## config.mk

```make
export PLATFORM = sky130hd
export DESIGN_NAME = radio_datapath
export DESIGN_NICKNAME = d
export VERILOG_FILES = /design/src/logic/radio_dp_pkg.sv /design/src/logic/byte_fifo.sv /design/src/logic/radio_datapath.sv
export SDC_FILE = /design/constraint.sdc
export NUM_CORES = 1
export LEC_CHECK = 0
export BUFFER_PORTS_ARGS = -buffer_cell sky130_fd_sc_hd__buf_4
export CAP_MARGIN = 20
export CORE_MARGIN = 1.5
export CORE_UTILIZATION = 40
export CTS_BUF_LIST = sky130_fd_sc_hd__clkbuf_8
export DETAILED_ROUTE_END_ITERATION = 12
export GPL_TIMING_DRIVEN = 0
export PLACE_DENSITY = 0.68
export SETUP_SLACK_MARGIN = 0.5
export SYNTH_ARGS = -nofsm -noshare
export SYNTH_HDL_FRONTEND = slang
export SYNTH_SLANG_ARGS = --single-unit
```

## constraint.sdc

```tcl
create_clock -name mclk -period 3 [get_ports mclk]
set_input_delay 0.45 -clock mclk [delete_from_list [all_inputs] [get_ports mclk]]
set_output_delay 0.45 -clock mclk [all_outputs]
set_load 0.05 [all_outputs]
```

## src/logic/radio_dp_pkg.sv

```systemverilog
// Package: constants and carrier types for the radio data path
package radio_dp_pkg;
   localparam int          FIFO_DEPTH     = 64;
   localparam int          BIT_PERIOD_NS  = 5000;
   localparam int          CLK_PERIOD_NS  = 8;
   localparam int          BIT_CYCLES     = BIT_PERIOD_NS / CLK_PERIOD_NS;
   localparam int          BYTE_BITS      = 8;
   localparam logic [1:0]  EVSRC_SYNC     = 2'h0;
   localparam logic [1:0]  EVSRC_RSSI     = 2'h1;
   localparam logic        LAUNCH_NOTEMPTY = 1'h1;
   localparam logic        FILL_ON_SYNC   = 1'h0;

   typedef enum logic [1:0] {
      OP_STANDBY = 2'h0,
      OP_RX      = 2'h1,
      OP_TX      = 2'h3
   } opState_t;

   typedef enum logic [1:0] {
      MODE_CONTINUOUS = 2'h0,
      MODE_BUFFERED   = 2'h1
   } dataMode_t;

   typedef struct packed {
      dataMode_t  dataMode;
      opState_t   opState;
      logic       bitSyncEnable;
      logic       txLaunchCondition;
      logic       fillTriggerSelect;
      logic [1:0] event0Select;
   } ctrl_t;

   typedef struct packed {
      logic queueNotEmpty;
      logic queueFull;
      logic queueOverrunFlag;
      logic transmitFinished;
   } status_t;
endpackage

```

## src/logic/byte_fifo.sv

```systemverilog
// Byte FIFO with registered read data
`timescale 1ns/100ps
module byte_fifo
   import radio_dp_pkg::*;
#(
   parameter int DEPTH = FIFO_DEPTH,
   parameter int AW    = $clog2(DEPTH)
) (
   // Clock and reset
   input  wire logic       mclk,
   input  wire logic       resetn,
   input  wire logic       flush,
   // Write side
   input  wire logic       wrValid,
   input  wire logic [7:0] wrData,
   // Read side
   input  wire logic       rdReq,
   output      logic [7:0] rdData,
   output      logic       empty,
   output      logic       full
);
   logic [7:0]  mem [DEPTH];
   logic [AW:0] count;
   logic [AW-1:0] wrPtr;
   logic [AW-1:0] rdPtr;
   logic doWr;
   logic doRd;

   assign empty = (count == '0);
   assign full  = (count == (AW+1)'(DEPTH));
   assign doRd  = rdReq && !empty;
   assign doWr  = wrValid && (!full || doRd);

   always_ff @(posedge mclk) begin
      if (doWr) begin
         mem[wrPtr] <= wrData;
      end
   end

   always_ff @(posedge mclk or negedge resetn) begin
      if (!resetn) begin
         wrPtr <= '0;
         rdPtr <= '0;
         count <= '0;
         rdData <= 8'h00;
      end else if (flush) begin
         wrPtr <= '0;
         rdPtr <= '0;
         count <= '0;
      end else begin
         if (doWr) begin
            wrPtr <= (wrPtr == AW'(DEPTH-1)) ? '0 : wrPtr + 1'b1;
         end
         if (doRd) begin
            rdData <= mem[rdPtr];
            rdPtr <= (rdPtr == AW'(DEPTH-1)) ? '0 : rdPtr + 1'b1;
         end
         count <= count + (AW+1)'(doWr) - (AW+1)'(doRd);
      end
   end
endmodule

```

## src/logic/radio_datapath.sv

```systemverilog
// Continuous and buffered data path of the radio transceiver
// What this block and its host do
// [RL1] Continuous mode: data pin only, FIFO idle
// [RL2] Continuous transmit drives bit clock on event1
// [RL3] Transmit data sampled on bit clock rising
// [RL4] Host times FSK bits with bit clock
// [RL5] No bit sync: raw data, no clock
// [RL6] Bit sync: clean data, recovered clock
// [RL7] Host should enable bit synchronizer always
// [RL8] Event0 source: 00 sync, 01 RSSI
// [RL9] Continuous standby: no events on pins
// [RL10] Buffered mode: bytes only through FIFO
// [RL11] Buffered forces bit sync; host sets sync
// [RL12] Host writes all transmit bytes to FIFO
// [RL13] Launch on FIFO not empty or full
// [RL14] Transmit without length limit while bytes remain
// [RL15] Last byte to shift stage: not-empty low
// [RL16] Transmit finished when shift stage drained
// [RL17] Leaving transmit stops at once, drops data; on a return to standby the code keeps the FIFO bytes until a flush
// [RL18] Receive fill starts on sync or fill_enable
// [RL19] Keep filling while fill_enable stays set
// [RL20] Host counts bytes and drains FIFO itself
// [RL21] Full FIFO still readable during receive
// [RL22] Overrun when shift stage also fills
// [RL23] Launch condition 1 means start on first byte
// [RL24] Shift stage works most significant bit first
// [RL25] Writing 1 clears overrun and empties FIFO
`timescale 1ns/100ps
module radio_datapath
   import radio_dp_pkg::*;
#(
   parameter int BIT_CNT = BIT_CYCLES
) (
   // Clock and reset
   input  wire logic       mclk,
   input  wire logic       resetn,
   // Control and status
   input  wire ctrl_t      ctrl,
   input  wire logic       fillEnable,
   input  wire logic       overrunClear,
   output      status_t    status,
   // Host byte port
   input  wire logic       queuePortSelectN,
   input  wire logic       hostWrite,
   input  wire logic [7:0] hostWrData,
   output      logic [7:0] hostRdData,
   // Data pin
   input  wire logic       dataIn,
   output      logic       dataOut,
   output      logic       dataOe,
   // Event pins
   output      logic       event0,
   output      logic       bitClockOut,
   // Modem side
   input  wire logic       demodRaw,
   input  wire logic       demodClean,
   input  wire logic       recClock,
   input  wire logic       syncMatch,
   input  wire logic       rssiEvent,
   output      logic       modData
);
   logic [1:0] selSync;
   logic [1:0] dinSync;
   logic       selPrev;
   logic       selRise;
   logic       selFall;
   logic       isCont;
   logic       isBuf;
   logic       inTx;
   logic       inRx;
   logic       bitSync;
   logic [$clog2(BIT_CNT+1)-1:0] bitCnt;
   logic       bitTick;
   logic       halfTick;
   logic       bitPhase;
   logic       txData;
   logic [7:0] shiftStage;
   logic [3:0] shiftBits;
   logic       txActive;
   logic       launched;
   logic       fifoRd;
   logic       fifoRdPend;
   logic       fifoWr;
   logic [7:0] fifoWrData;
   logic       fifoEmpty;
   logic       fifoFull;
   logic       fifoFlush;
   logic       filling;
   logic       rxBit;
   logic       srFull;
   logic       overrun;
   logic       txDone;
   opState_t   prevState;

   assign isCont  = (ctrl.dataMode == MODE_CONTINUOUS);
   assign isBuf   = (ctrl.dataMode == MODE_BUFFERED);
   assign inTx    = (ctrl.opState == OP_TX);
   assign inRx    = (ctrl.opState == OP_RX);
   assign bitSync = ctrl.bitSyncEnable || isBuf; // [RL11]

   // Pin synchronisers
   always_ff @(posedge mclk or negedge resetn) begin
      if (!resetn) begin
         selSync <= 2'h3;
         dinSync <= 2'h0;
         selPrev <= 1'h1;
      end else begin
         selSync <= {selSync[0], queuePortSelectN};
         dinSync <= {dinSync[0], dataIn};
         selPrev <= selSync[1];
      end
   end
   assign selFall = selPrev && !selSync[1];
   assign selRise = !selPrev && selSync[1];

   // Bit timing: a full period per tick, clock high in first half
   always_ff @(posedge mclk or negedge resetn) begin
      if (!resetn) begin
         bitCnt <= '0;
         bitPhase <= 1'h0;
      end else if (!inTx && !inRx) begin
         bitCnt <= '0;
         bitPhase <= 1'h0;
      end else if (bitTick || fifoRdPend) begin
         // A freshly loaded byte restarts the timer so its first bit lasts a full period
         bitCnt <= '0; // [RL16]
         bitPhase <= 1'h1;
      end else begin
         bitCnt <= bitCnt + 1'b1;
         if (halfTick) begin
            bitPhase <= 1'h0;
         end
      end
   end
   assign bitTick  = (bitCnt == ($clog2(BIT_CNT+1))'(BIT_CNT-1));
   assign halfTick = (bitCnt == ($clog2(BIT_CNT+1))'(BIT_CNT/2-1));

   // Continuous transmit: sample host data at the rising bit clock
   always_ff @(posedge mclk or negedge resetn) begin
      if (!resetn) begin
         txData <= 1'h0;
      end else if (isCont && inTx && bitTick) begin
         txData <= dinSync[1]; // [RL3]
      end
   end

   // Host byte port: write on select rise, read on select fall
   assign fifoRd     = (isBuf && selFall && !hostWrite) || (isBuf && inTx && bitTick && txActive
                       && shiftBits == 4'h1)
                       || (isBuf && inTx && !txActive && !fifoRdPend && launched && !fifoEmpty); // [RL10] [RL14]
   assign fifoFlush  = overrunClear || (ctrl.opState != prevState && ctrl.opState != OP_STANDBY); // [RL25]

   always_ff @(posedge mclk or negedge resetn) begin
      if (!resetn) begin
         prevState <= OP_STANDBY;
      end else begin
         prevState <= ctrl.opState;
      end
   end

   // Launch condition
   always_ff @(posedge mclk or negedge resetn) begin
      if (!resetn) begin
         launched <= 1'h0;
      end else if (!inTx || !isBuf) begin
         launched <= 1'h0;
      end else if (ctrl.txLaunchCondition == LAUNCH_NOTEMPTY ? !fifoEmpty : fifoFull) begin
         launched <= 1'h1; // [RL13] [RL23]
      end
   end

   // Byte taken from FIFO lands one cycle later
   always_ff @(posedge mclk or negedge resetn) begin
      if (!resetn) begin
         fifoRdPend <= 1'h0;
      end else begin
         fifoRdPend <= fifoRd && !fifoEmpty && isBuf && inTx && !(selFall && !hostWrite);
      end
   end

   // Shift stage for transmit and receive
   assign rxBit = bitSync ? demodClean : demodRaw;
   always_ff @(posedge mclk or negedge resetn) begin
      if (!resetn) begin
         shiftStage <= 8'h00;
         shiftBits  <= 4'h0;
         txActive   <= 1'h0;
         srFull     <= 1'h0;
      end else if (!isBuf || !(inTx || inRx)) begin
         shiftBits <= 4'h0;
         txActive  <= 1'h0; // [RL17]
         srFull    <= 1'h0;
      end else if (inTx) begin
         if (fifoRdPend) begin
            shiftStage <= hostRdData;
            shiftBits  <= 4'h8;
            txActive   <= 1'h1;
         end else if (bitTick && txActive) begin
            shiftStage <= {shiftStage[6:0], 1'b0}; // [RL24]
            shiftBits  <= shiftBits - 1'b1;
            if (shiftBits == 4'h1) begin
               txActive <= 1'h0; // [RL14]
            end
         end
      end else if (filling && bitTick) begin
         shiftStage <= {shiftStage[6:0], rxBit}; // [RL24]
         if (shiftBits == 4'h7) begin
            shiftBits <= 4'h0;
            srFull <= fifoFull;
         end else begin
            shiftBits <= shiftBits + 1'b1;
            srFull <= 1'h0;
         end
      end else begin
         srFull <= 1'h0;
      end
   end
   assign modData = isCont ? txData : shiftStage[7];

   // Receive fill control
   always_ff @(posedge mclk or negedge resetn) begin
      if (!resetn) begin
         filling <= 1'h0;
      end else if (!isBuf || !inRx || !fillEnable && ctrl.fillTriggerSelect != FILL_ON_SYNC) begin
         filling <= 1'h0; // [RL19]
      end else if (ctrl.fillTriggerSelect == FILL_ON_SYNC ? syncMatch : fillEnable) begin
         filling <= 1'h1; // [RL18]
      end
   end
   assign fifoWr     = isBuf && (inRx ? (filling && bitTick && shiftBits == 4'h7 && !fifoFull)
                                      : (selRise && hostWrite && !inRx)); // [RL21]
   assign fifoWrData = inRx ? {shiftStage[6:0], rxBit} : hostWrData;

   // Overrun flag, set wins over clear
   always_ff @(posedge mclk or negedge resetn) begin
      if (!resetn) begin
         overrun <= 1'h0;
      end else if (srFull || (isBuf && !inRx && selRise && hostWrite && fifoFull)) begin
         overrun <= 1'h1; // [RL22]
      end else if (overrunClear) begin
         overrun <= 1'h0; // [RL25]
      end
   end

   // Transmit finished
   always_ff @(posedge mclk or negedge resetn) begin
      if (!resetn) begin
         txDone <= 1'h0;
      end else if (!isBuf || !inTx || txActive || fifoRdPend) begin
         txDone <= 1'h0;
      end else begin
         txDone <= launched && fifoEmpty; // [RL16]
      end
   end

   byte_fifo #(.DEPTH(FIFO_DEPTH)) u_fifo (
      .mclk   (mclk),
      .resetn (resetn),
      .flush  (fifoFlush),
      .wrValid(fifoWr),
      .wrData (fifoWrData),
      .rdReq  (fifoRd),
      .rdData (hostRdData),
      .empty  (fifoEmpty),
      .full   (fifoFull)
   );

   // Pin outputs
   always_ff @(posedge mclk or negedge resetn) begin
      if (!resetn) begin
         dataOut <= 1'h0;
         dataOe <= 1'h0;
         bitClockOut <= 1'h0;
         event0 <= 1'h0;
      end else begin
         dataOe <= isCont && inRx; // [RL1]
         dataOut <= (isCont && inRx) ? rxBit : 1'h0; // [RL5] [RL6]
         if (isCont && inTx) begin
            bitClockOut <= bitPhase; // [RL2]
         end else if (isCont && inRx && bitSync) begin
            bitClockOut <= recClock; // [RL6]
         end else begin
            bitClockOut <= 1'h0; // [RL5] [RL9]
         end
         if (isCont && inRx) begin
            event0 <= (ctrl.event0Select == EVSRC_SYNC) ? syncMatch :
                      (ctrl.event0Select == EVSRC_RSSI) ? rssiEvent : 1'h0; // [RL8]
         end else begin
            event0 <= 1'h0; // [RL2] [RL9]
         end
      end
   end

   assign status.queueNotEmpty    = !fifoEmpty; // [RL15]
   assign status.queueFull        = fifoFull;
   assign status.queueOverrunFlag = overrun;
   assign status.transmitFinished = txDone;

   a_standby_quiet: assert property (@(posedge mclk) disable iff (!resetn) // [RL9]
      isCont && !inTx && !inRx |=> !event0 && !bitClockOut)
      else $error("event pin active in standby");
   a_cont_no_fifo: assert property (@(posedge mclk) disable iff (!resetn) // [RL1]
      isCont |-> !fifoWr && !fifoRd)
      else $error("fifo used in continuous mode");
   a_rawdata_noclk: assert property (@(posedge mclk) disable iff (!resetn) // [RL5]
      isCont && inRx && !ctrl.bitSyncEnable |=> !bitClockOut)
      else $error("bit clock without synchronizer");
   a_ev0_rssi: assert property (@(posedge mclk) disable iff (!resetn) // [RL8]
      isCont && inRx && ctrl.event0Select == EVSRC_RSSI |=> event0 == $past(rssiEvent))
      else $error("event0 not rssi");
   a_ev0_none: assert property (@(posedge mclk) disable iff (!resetn) // [RL8]
      isCont && inRx && ctrl.event0Select[1] |=> !event0)
      else $error("event0 driven for code 1x");
   a_overrun_set: assert property (@(posedge mclk) disable iff (!resetn) // [RL22]
      srFull |=> overrun)
      else $error("overrun not set");
   a_clear_flush: assert property (@(posedge mclk) disable iff (!resetn) // [RL25]
      overrunClear && !srFull |=> !overrun && fifoEmpty)
      else $error("clear did not empty");
   a_abort_tx: assert property (@(posedge mclk) disable iff (!resetn) // [RL17]
      txActive && !inTx |=> !txActive)
      else $error("transmit not stopped");
   a_done_idle: assert property (@(posedge mclk) disable iff (!resetn) // [RL16]
      txDone |-> !txActive && $past(fifoEmpty))
      else $error("finished while data remain");
   c_cont_tx: cover property (@(posedge mclk) disable iff (!resetn) isCont && inTx && bitTick);
   c_buf_done: cover property (@(posedge mclk) disable iff (!resetn) $rose(txDone));
   c_overrun: cover property (@(posedge mclk) disable iff (!resetn) $rose(overrun));
endmodule

```

==> impl_metrics.toml <==
[status]
run_status = "finished, violations left"
violations_in_the_final_reports = "negative setup slack"

[setup_path]
critPathBufInv = 4
timing.critical_path.fanout_max = 8
critPathLaunchType = "flip-flop"
critical_path_arrival_ns = 3.41
timing.setup.critical_path_class = "reg2reg"
worst_setup_path_end_kind = "flip-flop"
worst_path_dominant_cell_family = "simple AND/OR/NAND/NOR gates"
cpPeakStageDelay_ns = 0.42
crit_path_frequent_cell = "sky130_fd_sc_hd__buf_6"
critical_path.cell_chain = "inv_2 > ha_4 > nand4bb_4 > nand4b_1 > a211oi_2 > o22ai_4 > buf_6 > buf_6 > or4_4 > clkbuf_16 > nor2_4"
cp_data_required_time_ns = 3.34
slowest_cell_on_the_critical_path = "sky130_fd_sc_hd__or4_4"

[timing]
post-route-period-util_pct = 102.3
final_period_minus_worst_setup_slack_ns = 3.070
summed_negative_setup_slack_over_all_endpoints_ns = -3.608
final-hold-violation-count = 0
transition_time_of_the_tightest_slew_check_pin_ns = 1.165
worst_clk_skew_ns = 0.03081
maxClockFrequency_ghz = 0.3257
finalWorstSetupSlack_ns = -0.07008
slew_headroom_pct = 22.31
report.final.slew_viol_count = 0
final.hold.worst_slack_ns = 0.07252
grt_setup_unrepaired = "yes"
finalSetupViolations = 120

[routing]
detail_route.first_pass.iterations = 5
drt-wirelength-per-cell_um = 26.05
finalWirelength_um = 65230
routed-via-count = 14356
drtAntennaViolNets = 0
post_drt_via_cell_ratio = 5.733
drc_errors = 0
drt_iter0_markers = 1466

[synthesis]
yosysWarningCount = 0
synth_area_per_cell_sq_um = 16.94
netlist_instances = 1403
synth-async-reset-ratio_pct = 11.88
synth_edf_count = 512
cell_area_synth_sq_mm = 0.02376
post_synth_num_cell_types = 68
ys_seq_elements = 581
synthesis.nets = 1449
synth_top_flop_cell = "sky130_fd_sc_hd__edfxtp_1"
seq_area_frac_synth_pct = 71.98

[place]
dp_worst_setup_slack_ns = -1.096
placed_area_sq_mm = 0.02576
port-buffer-count = 45
gpl.final_weighted_congestion = 0.9377
dp.final_hpwl_um = 40740

[clocking]
tritoncts_num_sinks = 581
maximum_number_of_buffers_from_clock_root_to_sink = 3
clock_latency_ns = 0.70
clockRootBuffer = "sky130_fd_sc_hd__clkbuf_8"
tritoncts = "built"
cts_buffers = 90
cts.clk_slew.worst_paths_ns = 0.07
htreeDepth = 3

[grt]
wire_length_of_the_first_global_routing_pass_um = 93250
grt_antenna_before_repair = 2
grt_use_total_pct = 21.33
grt_start_max_net_pins = 70
first_global_vias = 14234
gr-total-overflow = 0

[floorplan]
top_level_port_count = 46
fp.dieH_um = 246.7
start_util_pct = 40.34
fp.coreArea_sq_mm = 0.05891
floorplan.die.width_um = 246.7
fp-row-count = 89
design.die.area_sq_mm = 0.06088

[final_layout]
most-common-layout-cells = "sky130_fd_sc_hd__edfxtp_1 (512), sky130_fd_sc_hd__clkbuf_8 (99), sky130_fd_sc_hd__mux4_2 (97), sky130_fd_sc_hd__buf_4 (84), sky130_fd_sc_hd__mux2i_1 (78)"
layout.cells.most_common = "sky130_fd_sc_hd__edfxtp_1"
drive_gt1_share_pct = 35.22
num-nets-final = 1705
area_delta_synth_final_pct = 26.36
final_instance_area_sq_mm = 0.03003

[pwr]
design_power_total_mw = 15.83
power_density_mw_per_mm2 = 527.1
leakage_nw = 9.910
irDropWorstVdd_uv = 369.1

[min_path]
holdCritPathClass = "in2reg"

[flow_run]
maxCapViolations = 0
[repair_timing]
action / 4_1_cts / 5_1_grt
hold endpoints to repair: 73 / 0
gates resized for setup: 192 / 84
cloned: 3 / 0
setup endpoints to repair: 531 / 530
pin swaps: 59 / 61
hold buffers: 9 / 0
setup buffers: 54 / 42
[sequential cells by signal, indices dropped and copies added, names as in the netlist, 2 cells and up]
name and count:
selSync 2, prevState 2, u_fifo.wrPtr 6, bitCnt 10
dinSync 2, shiftStage 8, u_fifo.mem 512, u_fifo.rdPtr 6
u_fifo.rdData 8, u_fifo.count 7, shiftBits 4
[per-layer routing]
metal / vias up / GRT usage (%) / wire, um / part of all wire (%)
met1: 7411 / 27.64 / 25410 / 39
met2: 726 / 34.10 / 31190 / 48
met3: 158 / 4.764 / 5876 / 9.0
met5: - / 0 / 15 / 0.023
li1: 6059 / - / - / -
met4: 2 / 10.24 / 2749 / 4.2
[through the flow]
stage,util (%),cells
final,50.97,2504
after floorplan,-,1403
after detailed placement,43.73,2230
after global placement,43.41,2221
after global routing,50.97,2503
after CTS,49.31,2458
[synth_stat cells (all sizes together), types with 5 or more instances]
| cell | n | share of area [%] |
|---|---|---|
| o31ai | 5 | 0.16 |
| mux2i | 90 | 3.8 |
| o21ai | 15 | 0.32 |
| mux2 | 10 | 0.47 |
| nand2 | 78 | 1.2 |
| mux4 | 97 | 9.2 |
| or3 | 10 | 0.26 |
| and3 | 6 | 0.16 |
| nand3 | 38 | 0.80 |
| nand4 | 5 | 0.13 |
| a21oi | 43 | 0.91 |
| ha | 16 | 0.84 |
| and2 | 7 | 0.19 |
| clkbuf | 44 | 0.70 |
| o22ai | 13 | 0.37 |
| inv | 26 | 0.41 |
| buf | 39 | 1.0 |
| xor2 | 8 | 0.29 |
| nor2b | 12 | 0.32 |
| dfrtp | 66 | 7.0 |
| xnor2 | 7 | 0.26 |
| nor2 | 123 | 1.9 |
| a22oi | 25 | 0.79 |
| nand3b | 5 | 0.16 |
| edfxtp | 512 | 65 |
| nor3 | 16 | 0.34 |
| a31oi | 10 | 0.26 |
| a211oi | 11 | 0.37 |
[cell type report]
| class | instances | area, sq um |
|---|---|---|
| Fill cell | 4699 | 28880 |
| Timing Repair Buffer | 164 | 2098 |
| Tap cell | 773 | 967.2 |
| Clock buffer | 94 | 1294 |
| Buffer | 83 | 930.9 |
| Antenna cell | 2 | 5.005 |
| Multi-Input combinational cell | 712 | 7163 |
| Inverter | 27 | 108.9 |
| Sequential cell | 581 | 17110 |
| Clock inverter | 68 | 351.6 |
[kinds of logic (layout without fill, tap and decap cells)]
logic type | count (synthesis) | count (layout) | synth area share, %
mux | 197 | 197 | 13.46
fa+ha+maj | 17 | 17 | 0.9267
compound gates | 153 | 153 | 4.307
buf+inv | 110 | 436 | 2.169
other cells | 0 | 2 | 0
simple gates | 330 | 330 | 6.603
flops | 581 | 581 | 71.98
xor+xnor | 15 | 15 | 0.5529
[where the power goes]
| group | internal [mW] | switching, mW |
|---|---|---|
| Combinational | 0.175 | 0.441 |
| Clock | 3.02 | 3.14 |
| Sequential | 9.01 | 0.0334 |
[final timing paths]
check                              from           endpoint  slack, ns  depth (start not counted)
min in group asynchronous        resetn             event0       0.44                          2
max                        shiftBits[1]  u_fifo.mem[56][6]      -0.07                         11
min                             ctrl[3]           launched       0.07                          3
max reg2reg                shiftBits[1]  u_fifo.mem[56][6]      -0.07                         11
max in group asynchronous        resetn       shiftBits[0]       1.90                          2
min reg2reg                  selSync[0]         selSync[1]       0.36                          0
[worst register-to-register path, cell delays in order, from the launching register on]
cell and delay, ns:
sky130_fd_sc_hd__dfrtp_1 0.41, sky130_fd_sc_hd__inv_2 0.09, sky130_fd_sc_hd__ha_4 0.15, sky130_fd_sc_hd__nand4bb_4 0.12
sky130_fd_sc_hd__nand4b_1 0.27, sky130_fd_sc_hd__a211oi_2 0.40, sky130_fd_sc_hd__o22ai_4 0.15, sky130_fd_sc_hd__buf_6 0.14
sky130_fd_sc_hd__buf_6 0.10, sky130_fd_sc_hd__or4_4 0.42, sky130_fd_sc_hd__clkbuf_16 0.22, sky130_fd_sc_hd__nor2_4 0.27
Note: power is estimated with default switching activity, not from simulation.
